===== config.mk =====
export PLATFORM = sky130hd
export DESIGN_NAME = tec_timer
export DESIGN_NICKNAME = d
export VERILOG_FILES = /design/src/tec_pkg.sv /design/src/tec_timer.sv
export SDC_FILE = /design/constraint.sdc
export NUM_CORES = 1
export LEC_CHECK = 0
export BUFFER_PORTS_ARGS = -buffer_cell sky130_fd_sc_hd__clkbuf_2
export CAP_MARGIN = 15
export CORE_ASPECT_RATIO = 1.1
export CORE_MARGIN = 3
export CORE_UTILIZATION = 39
export DETAILED_ROUTE_END_ITERATION = 7
export PLACE_DENSITY = 0.63
export SLEW_MARGIN = 20
export SYNTH_ARGS = -nofsm -noshare
export SYNTH_HDL_FRONTEND = slang
export SYNTH_SLANG_ARGS = --single-unit

===== constraint.sdc =====
create_clock -name pclk -period 2.61 [get_ports pclk]
set_input_delay 0.261 -clock pclk [delete_from_list [all_inputs] [get_ports pclk]]
set_output_delay 0.261 -clock pclk [all_outputs]
set_load 0.01 [all_outputs]

===== src/tec_pkg.sv =====
package tec_pkg;
   // Register byte addresses (index times four)
   localparam logic [7:0] COUNT_IDX = 8'h0d;
   localparam logic [7:0] CTRL_IDX = 8'h0e;
   localparam logic [7:0] IRQ_IDX = 8'h0b;
   localparam logic [9:0] COUNT_ADDR = {COUNT_IDX, 2'b00};
   localparam logic [9:0] CTRL_ADDR = {CTRL_IDX, 2'b00};
   localparam logic [9:0] IRQ_ADDR = {IRQ_IDX, 2'b00};
   // Control fields
   localparam int MODE_LSB = 6;
   localparam int EDGE_BIT = 3;
   localparam int EN_BIT = 4;
   localparam int PSC_LSB = 0;
   localparam logic [7:0] CTRL_MASK = 8'hdf;
   localparam logic [7:0] CTRL_RESET = 8'h08;
   // Interrupt control fields, counter and prescaler constants
   localparam int IRQ_EN_BIT = 0;
   localparam int IRQ_FLAG_BIT = 5;
   localparam logic [7:0] COUNT_MAX = 8'hff;
   localparam logic [7:0] COUNT_RESET = 8'h00;
   localparam logic [6:0] PSC_RESET = 7'h00;

   typedef enum logic [1:0]
   {
      MODE_UNUSED = 2'b00,
      MODE_EVENT = 2'b01,
      MODE_TIMER = 2'b10,
      MODE_PULSE = 2'b11
   } tec_mode_t;

   typedef struct packed
   {
      tec_mode_t mode;
      logic rsvd;
      logic enable;
      logic edge_sel;
      logic [2:0] psc;
   } tec_ctrl_t;
endpackage : tec_pkg


===== src/tec_timer.sv =====
`timescale 1ns/100ps
`default_nettype none

// What this block does
// - 8-bit up-counter clocked by pin edges or prescaled clock per mode
// - Divided output frequency is count clock over 2 times (256-N)
// - Counter location writes preload, reads live counter
// - Mode field bits 7:6: 01 event, 10 timer, 11 pulse, 00 unused
// - Event/timer count to FFh, reload from preload, set flag bit 5
// - Pulse mode counts from start edge until level returns, clears enable
// - After measurement hold result, ignore edges until enable set again
// - Pulse mode starts on an edge, not on an already active level
// - Overflow in pulse mode reloads and raises request too
// - Counting only while control bit 4 is set by software
// - Hardware clears enable only in pulse mode
// - Overflow produces a wake-up pulse ending halt
// - Clear interrupt enable blocks overflow interrupt in all modes
// - Write while disabled loads counter too; while enabled preload only
// - Count clock blocked during a counter read
// - Bits 2:0 divide system clock by two to the field value
// - Event mode bit 3: 1 falling edges, 0 rising edges
// - Pulse mode bit 3: 1 high pulse measured, 0 low pulse
// - Control bit 5 reads as zero
// - Timer mode uses prescaled clock, event mode uses pin edges
// - Divided output toggles once per overflow
module tec_timer
(
   // Clock and reset
   input wire logic pclk,
   input wire logic presetn,
   // APB slave
   input wire logic psel,
   input wire logic penable,
   input wire logic pwrite,
   input wire logic [11:0] paddr,
   input wire logic [31:0] pwdata,
   output logic [31:0] prdata,
   output logic pready,
   output logic pslverr,
   // Pins and events
   input wire logic count_value_or_input_pin,
   output logic divided_freq_output,
   output logic irq,
   output logic wakeup
);

   tec_pkg::tec_ctrl_t ctrl_r;
   logic [7:0] preload_r;
   logic [7:0] count_r;
   logic [6:0] psc_r;
   logic overflow_irq_flag_r;
   logic overflow_irq_enable_r;
   logic pin_s1_r;
   logic pin_s2_r;
   logic pin_prev_r;
   logic pulse_active_r;
   logic pfd_r;
   logic irq_r;
   logic wake_r;
   logic [31:0] prdata_r;
   logic pready_r;
   logic pslverr_r;

   logic access;
   logic addr_ok;
   logic wr_count;
   logic wr_ctrl;
   logic wr_irq;
   logic rd_count;
   logic rise;
   logic fall;
   logic psc_tick;
   logic tick;
   logic start_edge;
   logic stop_edge;
   logic overflow;
   logic pulse_done;

   function automatic logic psc_tap(input logic [6:0] cnt,
                                    input logic [2:0] sel);
      logic r;
      r = 1'b1;
      if (sel != 3'h0)
      begin
         r = &cnt[3'(sel - 3'h1) -: 1] && ((cnt & ((7'h01 << sel) - 7'h01))
             == ((7'h01 << sel) - 7'h01));
      end
      return r;
   endfunction : psc_tap

   // Register select on the word index of a byte address
   function automatic logic reg_hit(input logic [11:0] addr,
                                    input logic [7:0] idx);
      return addr[11:2] == {2'b00, idx};
   endfunction : reg_hit

   // Bus decode
   assign access = psel && penable && !pready_r;
   assign addr_ok = reg_hit(paddr, tec_pkg::COUNT_IDX)
                 || reg_hit(paddr, tec_pkg::CTRL_IDX)
                 || reg_hit(paddr, tec_pkg::IRQ_IDX);
   assign wr_count = access && pwrite
                  && reg_hit(paddr, tec_pkg::COUNT_IDX);
   assign wr_ctrl = access && pwrite
                 && reg_hit(paddr, tec_pkg::CTRL_IDX);
   assign wr_irq = access && pwrite
                && reg_hit(paddr, tec_pkg::IRQ_IDX);
   assign rd_count = psel && !pwrite
                  && reg_hit(paddr, tec_pkg::COUNT_IDX);

   // Edge detection
   assign rise = pin_s2_r && !pin_prev_r;
   assign fall = !pin_s2_r && pin_prev_r;
   // Prescaler tap: all low sel bits set means one tick per 2^sel
   assign psc_tick = psc_tap(psc_r, ctrl_r.psc);

   // Start and stop edges of the measured pulse
   assign start_edge = ctrl_r.edge_sel ? rise : fall;
   assign stop_edge = ctrl_r.edge_sel ? fall : rise;

   always_comb
   begin
      tick = 1'b0;
      unique case (ctrl_r.mode)
         tec_pkg::MODE_EVENT: tick = ctrl_r.edge_sel ? fall : rise;
         tec_pkg::MODE_TIMER: tick = psc_tick;
         tec_pkg::MODE_PULSE: tick = psc_tick && pulse_active_r;
         tec_pkg::MODE_UNUSED: tick = 1'b0;
      endcase
      tick = tick && ctrl_r.enable && !rd_count;
   end

   assign overflow = tick && (count_r == tec_pkg::COUNT_MAX);
   assign pulse_done = (ctrl_r.mode == tec_pkg::MODE_PULSE) && ctrl_r.enable
                    && pulse_active_r && stop_edge;

   // Input synchroniser
   always_ff @(posedge pclk or negedge presetn)
   begin
      if (!presetn)
      begin
         pin_s1_r <= 1'b0;
         pin_s2_r <= 1'b0;
         pin_prev_r <= 1'b0;
      end
      else
      begin
         pin_s1_r <= count_value_or_input_pin;
         pin_s2_r <= pin_s1_r;
         pin_prev_r <= pin_s2_r;
      end
   end

   // Prescaler
   always_ff @(posedge pclk or negedge presetn)
   begin
      if (!presetn)
         psc_r <= tec_pkg::PSC_RESET;
      else
         psc_r <= psc_r + 7'h01;
   end

   // Control register
   always_ff @(posedge pclk or negedge presetn)
   begin
      if (!presetn)
         ctrl_r <= tec_pkg::CTRL_RESET;
      else if (wr_ctrl)
         ctrl_r <= pwdata[7:0] & tec_pkg::CTRL_MASK;
      else if (pulse_done)
         ctrl_r.enable <= 1'b0;
   end

   // Pulse measurement state
   always_ff @(posedge pclk or negedge presetn)
   begin
      if (!presetn)
         pulse_active_r <= 1'b0;
      else if (!ctrl_r.enable || ctrl_r.mode != tec_pkg::MODE_PULSE
               || pulse_done)
         pulse_active_r <= 1'b0;
      else if (start_edge)
         pulse_active_r <= 1'b1;
   end

   // Preload and counter
   always_ff @(posedge pclk or negedge presetn)
   begin
      if (!presetn)
         preload_r <= tec_pkg::COUNT_RESET;
      else if (wr_count)
         preload_r <= pwdata[7:0];
   end

   always_ff @(posedge pclk or negedge presetn)
   begin
      if (!presetn)
         count_r <= tec_pkg::COUNT_RESET;
      else if (wr_count && !ctrl_r.enable)
         count_r <= pwdata[7:0];
      else if (overflow)
         count_r <= preload_r;
      else if (tick)
         count_r <= count_r + 8'h01;
   end

   // Interrupt control, flag and enable; set wins over clear
   always_ff @(posedge pclk or negedge presetn)
   begin
      if (!presetn)
      begin
         overflow_irq_flag_r <= 1'b0;
         overflow_irq_enable_r <= 1'b0;
      end
      else
      begin
         if (wr_irq)
            overflow_irq_enable_r <= pwdata[tec_pkg::IRQ_EN_BIT];
         if (overflow)
            overflow_irq_flag_r <= 1'b1;
         else if (wr_irq)
            overflow_irq_flag_r <= pwdata[tec_pkg::IRQ_FLAG_BIT];
      end
   end

   // Outputs from flops
   always_ff @(posedge pclk or negedge presetn)
   begin
      if (!presetn)
      begin
         pfd_r <= 1'b0;
         irq_r <= 1'b0;
         wake_r <= 1'b0;
      end
      else
      begin
         if (overflow)
            pfd_r <= !pfd_r;
         irq_r <= overflow_irq_flag_r && overflow_irq_enable_r;
         wake_r <= overflow;
      end
   end

   // APB answer: one wait state
   always_ff @(posedge pclk or negedge presetn)
   begin
      if (!presetn)
      begin
         pready_r <= 1'b0;
         pslverr_r <= 1'b0;
         prdata_r <= 32'h0000_0000;
      end
      else
      begin
         pready_r <= access;
         pslverr_r <= access && !addr_ok;
         prdata_r <= 32'h0000_0000;
         if (access && !pwrite)
         begin
            if (reg_hit(paddr, tec_pkg::COUNT_IDX))
               prdata_r <= {24'h00_0000, count_r};
            else if (reg_hit(paddr, tec_pkg::CTRL_IDX))
               prdata_r <= {24'h00_0000, ctrl_r & tec_pkg::CTRL_MASK};
            else if (reg_hit(paddr, tec_pkg::IRQ_IDX))
               prdata_r <= {24'h00_0000, 2'b00, overflow_irq_flag_r,
                            4'h0, overflow_irq_enable_r};
         end
      end
   end

   assign prdata = prdata_r;
   assign pready = pready_r;
   assign pslverr = pslverr_r;
   assign divided_freq_output = pfd_r;
   assign irq = irq_r;
   assign wakeup = wake_r;

   // Checks
   a_ovf_reload: assert property (@(posedge pclk) disable iff (!presetn)
      overflow && !(wr_count && !ctrl_r.enable) |=> count_r == $past(preload_r))
      else $error("no reload on overflow");
   a_ovf_flag: assert property (@(posedge pclk) disable iff (!presetn)
      overflow |=> overflow_irq_flag_r)
      else $error("flag not set");
   a_pfd_toggle: assert property (@(posedge pclk) disable iff (!presetn)
      overflow |=> divided_freq_output != $past(divided_freq_output))
      else $error("pfd not toggled");
   a_no_count_off: assert property (@(posedge pclk) disable iff (!presetn)
      !ctrl_r.enable && !wr_count |=> $stable(count_r))
      else $error("count while disabled");
   a_read_block: assert property (@(posedge pclk) disable iff (!presetn)
      rd_count && !wr_count |=> $stable(count_r))
      else $error("count during read");
   a_en_hw_clear: assert property (@(posedge pclk) disable iff (!presetn)
      $fell(ctrl_r.enable) && !$past(wr_ctrl) |->
      $past(ctrl_r.mode) == tec_pkg::MODE_PULSE)
      else $error("enable cleared outside pulse mode");
   a_bit5_zero: assert property (@(posedge pclk) disable iff (!presetn)
      !ctrl_r.rsvd)
      else $error("reserved bit set");
   a_irq_gate: assert property (@(posedge pclk) disable iff (!presetn)
      !overflow_irq_enable_r |=> !irq)
      else $error("irq while disabled");
   a_wake_pulse: assert property (@(posedge pclk) disable iff (!presetn)
      overflow |=> wakeup)
      else $error("no wakeup");
   a_load_off: assert property (@(posedge pclk) disable iff (!presetn)
      wr_count && !ctrl_r.enable |=> count_r == $past(pwdata[7:0]))
      else $error("counter not loaded");

   a_event_count: assert property (@(posedge pclk) disable iff (!presetn)
      ctrl_r.mode == tec_pkg::MODE_EVENT && ctrl_r.enable && !rd_count
      && (ctrl_r.edge_sel ? fall : rise) && !wr_count
      && count_r != tec_pkg::COUNT_MAX |=> count_r == $past(count_r) + 8'h01)
      else $error("event edge not counted");

   a_timer_tick: assert property (@(posedge pclk) disable iff (!presetn)
      ctrl_r.mode == tec_pkg::MODE_TIMER && ctrl_r.enable && !rd_count
      && psc_tick && !wr_count
      && count_r != tec_pkg::COUNT_MAX |=> count_r == $past(count_r) + 8'h01)
      else $error("timer tick not counted");

   a_count_inc: assert property (@(posedge pclk) disable iff (!presetn)
      tick && count_r != tec_pkg::COUNT_MAX && !(wr_count && !ctrl_r.enable)
      |=> count_r == $past(count_r) + 8'h01)
      else $error("count not incremented");

   a_unused_mode: assert property (@(posedge pclk) disable iff (!presetn)
      ctrl_r.mode == tec_pkg::MODE_UNUSED && !wr_count |=> $stable(count_r))
      else $error("count in unused mode");

   a_pulse_idle: assert property (@(posedge pclk) disable iff (!presetn)
      ctrl_r.mode == tec_pkg::MODE_PULSE && !pulse_active_r && !wr_count
      |=> $stable(count_r))
      else $error("count before start edge");

   a_pulse_stop: assert property (@(posedge pclk) disable iff (!presetn)
      pulse_done && !wr_ctrl |=> !ctrl_r.enable)
      else $error("enable kept after measurement");

   a_no_restart: assert property (@(posedge pclk) disable iff (!presetn)
      ctrl_r.mode == tec_pkg::MODE_PULSE && !ctrl_r.enable
      |=> !pulse_active_r)
      else $error("measurement restarted");

   a_en_kept: assert property (@(posedge pclk) disable iff (!presetn)
      ctrl_r.mode != tec_pkg::MODE_PULSE && !wr_ctrl
      |=> ctrl_r.enable == $past(ctrl_r.enable))
      else $error("enable changed by hardware");

   a_preload_only: assert property (@(posedge pclk) disable iff (!presetn)
      wr_count && ctrl_r.enable && !tick |=> count_r == $past(count_r))
      else $error("counter loaded while enabled");

   a_preload_wr: assert property (@(posedge pclk) disable iff (!presetn)
      wr_count |=> preload_r == $past(pwdata[7:0]))
      else $error("preload not written");

   a_irq_follow: assert property (@(posedge pclk) disable iff (!presetn)
      overflow_irq_flag_r && overflow_irq_enable_r |=> irq)
      else $error("irq missing");

   a_irq_clear: assert property (@(posedge pclk) disable iff (!presetn)
      !overflow_irq_flag_r |=> !irq)
      else $error("irq without flag");

   a_psc_zero: assert property (@(posedge pclk) disable iff (!presetn)
      ctrl_r.psc == 3'h0 |-> psc_tick)
      else $error("undivided clock skipped");

   a_pfd_hold: assert property (@(posedge pclk) disable iff (!presetn)
      !overflow |=> $stable(divided_freq_output))
      else $error("pfd toggled without overflow");

   a_ready_pulse: assert property (@(posedge pclk) disable iff (!presetn)
      pready |=> !pready)
      else $error("ready longer than one cycle");

   a_slverr_ready: assert property (@(posedge pclk) disable iff (!presetn)
      pslverr |-> pready)
      else $error("error without ready");

   a_rd_upper: assert property (@(posedge pclk) disable iff (!presetn)
      pready |-> prdata[31:8] == 24'h00_0000)
      else $error("upper read bits set");
endmodule : tec_timer

`default_nettype wire


==> results.md <==
Yosys:
- The sequential share of the synthesized area is 0.444.
- In the synthesized netlist the dominant register cell turns out to be dfrtp_1.
- The biggest area contributor in the post-synthesis netlist is dfrtp_1.
- Of the post-synthesis cell area, the dominant cell type holds 0.435.
- The proportion of synthesized flip-flops having asynchronous set or reset is 1.00.
- Ranked by total cell area, the synthesized netlist is headed by dfrtp_1, buf_4, mux2_2.
- The mean area per synthesized cell is 9.91 µm².
- After synthesis, the netlist uses 53 different library cells.
- After synthesis the netlist holds a flip-flop and latch count of 49.
- Synthesis produced a netlist whose cell count is 279.
- The synthesized area is 0.00276 mm².
- The total number of yosys warnings is 0.
- The count of flip-flops with a built-in enable after synthesis is 0.

Floorplan:
- Measured along the y axis, the die boundary spans 94.3 µm.
- The count of standard-cell rows is 31.
- The die covers 0.00813 mm².
- The floorplan step set the die width to 86.3 µm.
- After floorplanning, the core was sized to cover 0.00675 mm².
- For this design the top-level I/O count stands at 87.
- The initial utilization of the core area, before any placement, comes to 0.410.

Clocking:
- The clock network latency to the later pin of the worst-skew pair is 0.29 ns.
- Counting the buffers created by CTS gives 5.
- TritonCTS built the clock tree.
- The clock tree synthesis step divided the H-tree into 2 levels.
- After clock tree synthesis, the clock-pin slew on the worst setup and hold paths is 0.09 ns.
- The buffer depth of the longest clock path is 2.
- The number of sinks driven by the clock tree is 49.
- The master cell of the clock root buffer is clkbuf_8.

Place:
- The number of placed instances with taps included is 408.
- The HPWL after detailed placement is 4510 µm.
- The post-place setup slack is -0.0689 ns.
- Routability-driven placement finished with a final weighted congestion of 0.827.
- The count of buffers added on input and output ports is 36.

STA:
- The worst path needs 2.52 ns of the cycle, external delays included.
- In the finished design, the share of the clock period the worst path needs comes to 0.967.
- At the pin with the least slew margin, the transition time is 0.690 ns.
- On the final layout, the worst clock skew is 0.00377 ns.
- Setup repair after global routing could not meet its margin everywhere.
- The max-slew violation total from the final report is 0.
- The headroom to the max-slew limit is 0.540.
- The smallest setup slack after layout is 0.0870 ns.
- For this run, the top clock speed supported by timing is 396 MHz.
- The number of failing setup endpoints in the final timing report is 0.
- The total negative slack is 0 ns.
- The hold violation count in the final report came to 0.

Power:
- The leakage power figure is 1.54 nW.
- The sum of internal, switching and leakage power is 1.41 mW.
- The power density normalized to cell area is 428 mW/mm².
- The worst voltage drop across the vdd grid is 216 µV.

Route:
- The average detailed-routed wire length per instance is 14.1 µm.
- The remaining antenna violation count after routing is 0.
- The length of the first detailed-routing pass in iterations is 4.
- The DRC violations left is 0.
- The number of vias after detailed routing is 2201.
- The wire length after detailed routing is 5960 µm.
- The DRC violation total after the first TritonRoute iteration is 139.
- Using the TritonRoute via totals, the vias-per-cell ratio works out to 5.22.

Final layout:
- The leading cell type in the layout, fill and taps excluded is dfrtp_1.
- The repair_antennas step left the layout with diodes totalling 0.
- Measured on the finished design, the core utilization comes to 0.488.
- The library cells used most frequently in the layout, excluding fill and tap cells, are dfrtp_1, clkbuf_2, nand2_1.
- The final non-filler cell total is 422.
- The area growth from synthesis to layout is 19.1%.
- The layout cell share with drive strength beyond 1 is 0.282.
- The total number of nets in the final design is 397.

Global route:
- The maximum number of pins on one net before global-route repair is 28.
- After global routing the overflow that remains totals 0.
- The initial antenna violation count is 0.
- The first-pass GRT wire length is 9880 µm.
- The number of global-route vias before repair is 2029.
- For this run, the total global-route usage over all layers was measured as 0.154.

Outcome:
- The run finished with clean final reports.

Worst setup path:
- The startpoint type of the worst setup path is a register.
- The signal arrival time at the worst endpoint is 2.74 ns.
- The endpoint kind of the worst setup timing path is a register.
- At the worst endpoint, the required time is 2.82 ns.
- Along the worst path, the maximum fanout reaches 4.
- The classification of the worst setup path is reg2reg.

Hold path:
- The type of the tightest min-delay check is in2reg.

Run:
- The number of maximum-capacitance violations is 0.
Yosys cell counts, types with 3 or more instances:
master,count
a211oi_1,3
a21oi_1,8
a22oi_1,8
a31oi_1,3
and3_1,5
buf_4,24
clkbuf_1,4
dfrtp_1,48
ha_1,8
inv_1,11
mux2_2,14
mux2i_1,6
nand2_1,33
nand3_1,10
nor2_1,18
nor3_1,5
nor3b_1,4
o211ai_1,9
o21ai_0,11
xnor2_1,7
final cells by class:
cell class / instances / area [µm²]
clock buffers: 7 / 86.3
clock inverters: 1 / 30.0
fillers: 638 / 3460
inverters: 11 / 41.3
multi-input cells: 212 / 1430
flip-flops and latches: 49 / 1230
well taps: 82 / 103
repair buffers: 60 / 370
worst paths after layout:
check                                    startpoint          to  cells after the start  slack, ns
hold / removal             count_value_or_input_pin    pin_s1_r                      1       0.07
max in group asynchronous                   presetn    psc_r[2]                      3       1.42
hold reg to reg                            pin_s1_r    pin_s2_r                      0       0.35
setup / recovery                          ctrl_r[0]  count_r[2]                     11       0.09
min in group asynchronous                   presetn   prdata[3]                      2       0.52
setup reg to reg                          ctrl_r[0]  count_r[2]                     11       0.09
stage by stage:
step	cell area, µm²	hold slack (ns)
final	3290	0.0691
after global placement	3060	0.322
after global routing	3290	0.0562
after detailed placement	3060	0.324
after CTS	3240	0.0621
after floorplan	2850	-0.0346
kinds of logic (layout without fill, tap and decap cells):
logic type                 after synthesis  in the layout  share of synthesized area
AOI/OAI and AO/OA                       57             57                      0.142
xor gates and xnor gates                 9              9                     0.0285
adders and majority gates                8              8                     0.0362
buffers and inverters                   41             79                     0.0910
DFF                                     49             49                      0.444
muxes                                   21             21                     0.0883
other                                    1             24                    0.00136
and+or+nand+nor                         93             93                      0.168
per-layer routing:
metal  global-route usage  part of all wire  up-vias
li1                     -                 -     1075
met1                0.213              0.46     1034
met2                0.239              0.46       86
met3               0.0325             0.074        6
met4               0.0532             0.014        0
met5                    0                 0        -
power by group:
part	switching, mW	internal (mW)
clock	0.242	0.313
combinational	0.0563	0.0292
sequential	0.00487	0.764
total	0.303	1.11
worst max-delay path, stage by stage, from the launching register on:
cell and delay [ns]:
dfrtp_1 0.42, buf_6 0.13, ha_4 0.17, nand2_4 0.07
ha_4 0.14, buf_6 0.09, a211oi_2 0.05, a2111o_1 0.41
or3_4 0.42, o21ai_4 0.19, a31oi_1 0.13, o221ai_1 0.21
sequential cells by signal (all words and copies together) (netlist names):
register,count
pulse_active_r,1
pin_s2_r,1
pready,1
preload_r,8
count_r,8
ctrl_r,7
pin_prev_r,1
prdata,8
pin_s1_r,1
wakeup,1
irq,1
divided_freq_output,1
psc_r,7
overflow_irq_flag_r,1
pslverr,1
overflow_irq_enable_r,1
timing repair:
item,CTS,global route
gates resized for setup,8,8
hold buffers,1,0
hold endpoints to repair,22,0
endpoints found under the setup margin,10,11
buffers inserted,3,2
pin swaps,4,12
Note: power is estimated with default switching activity, not from simulation.
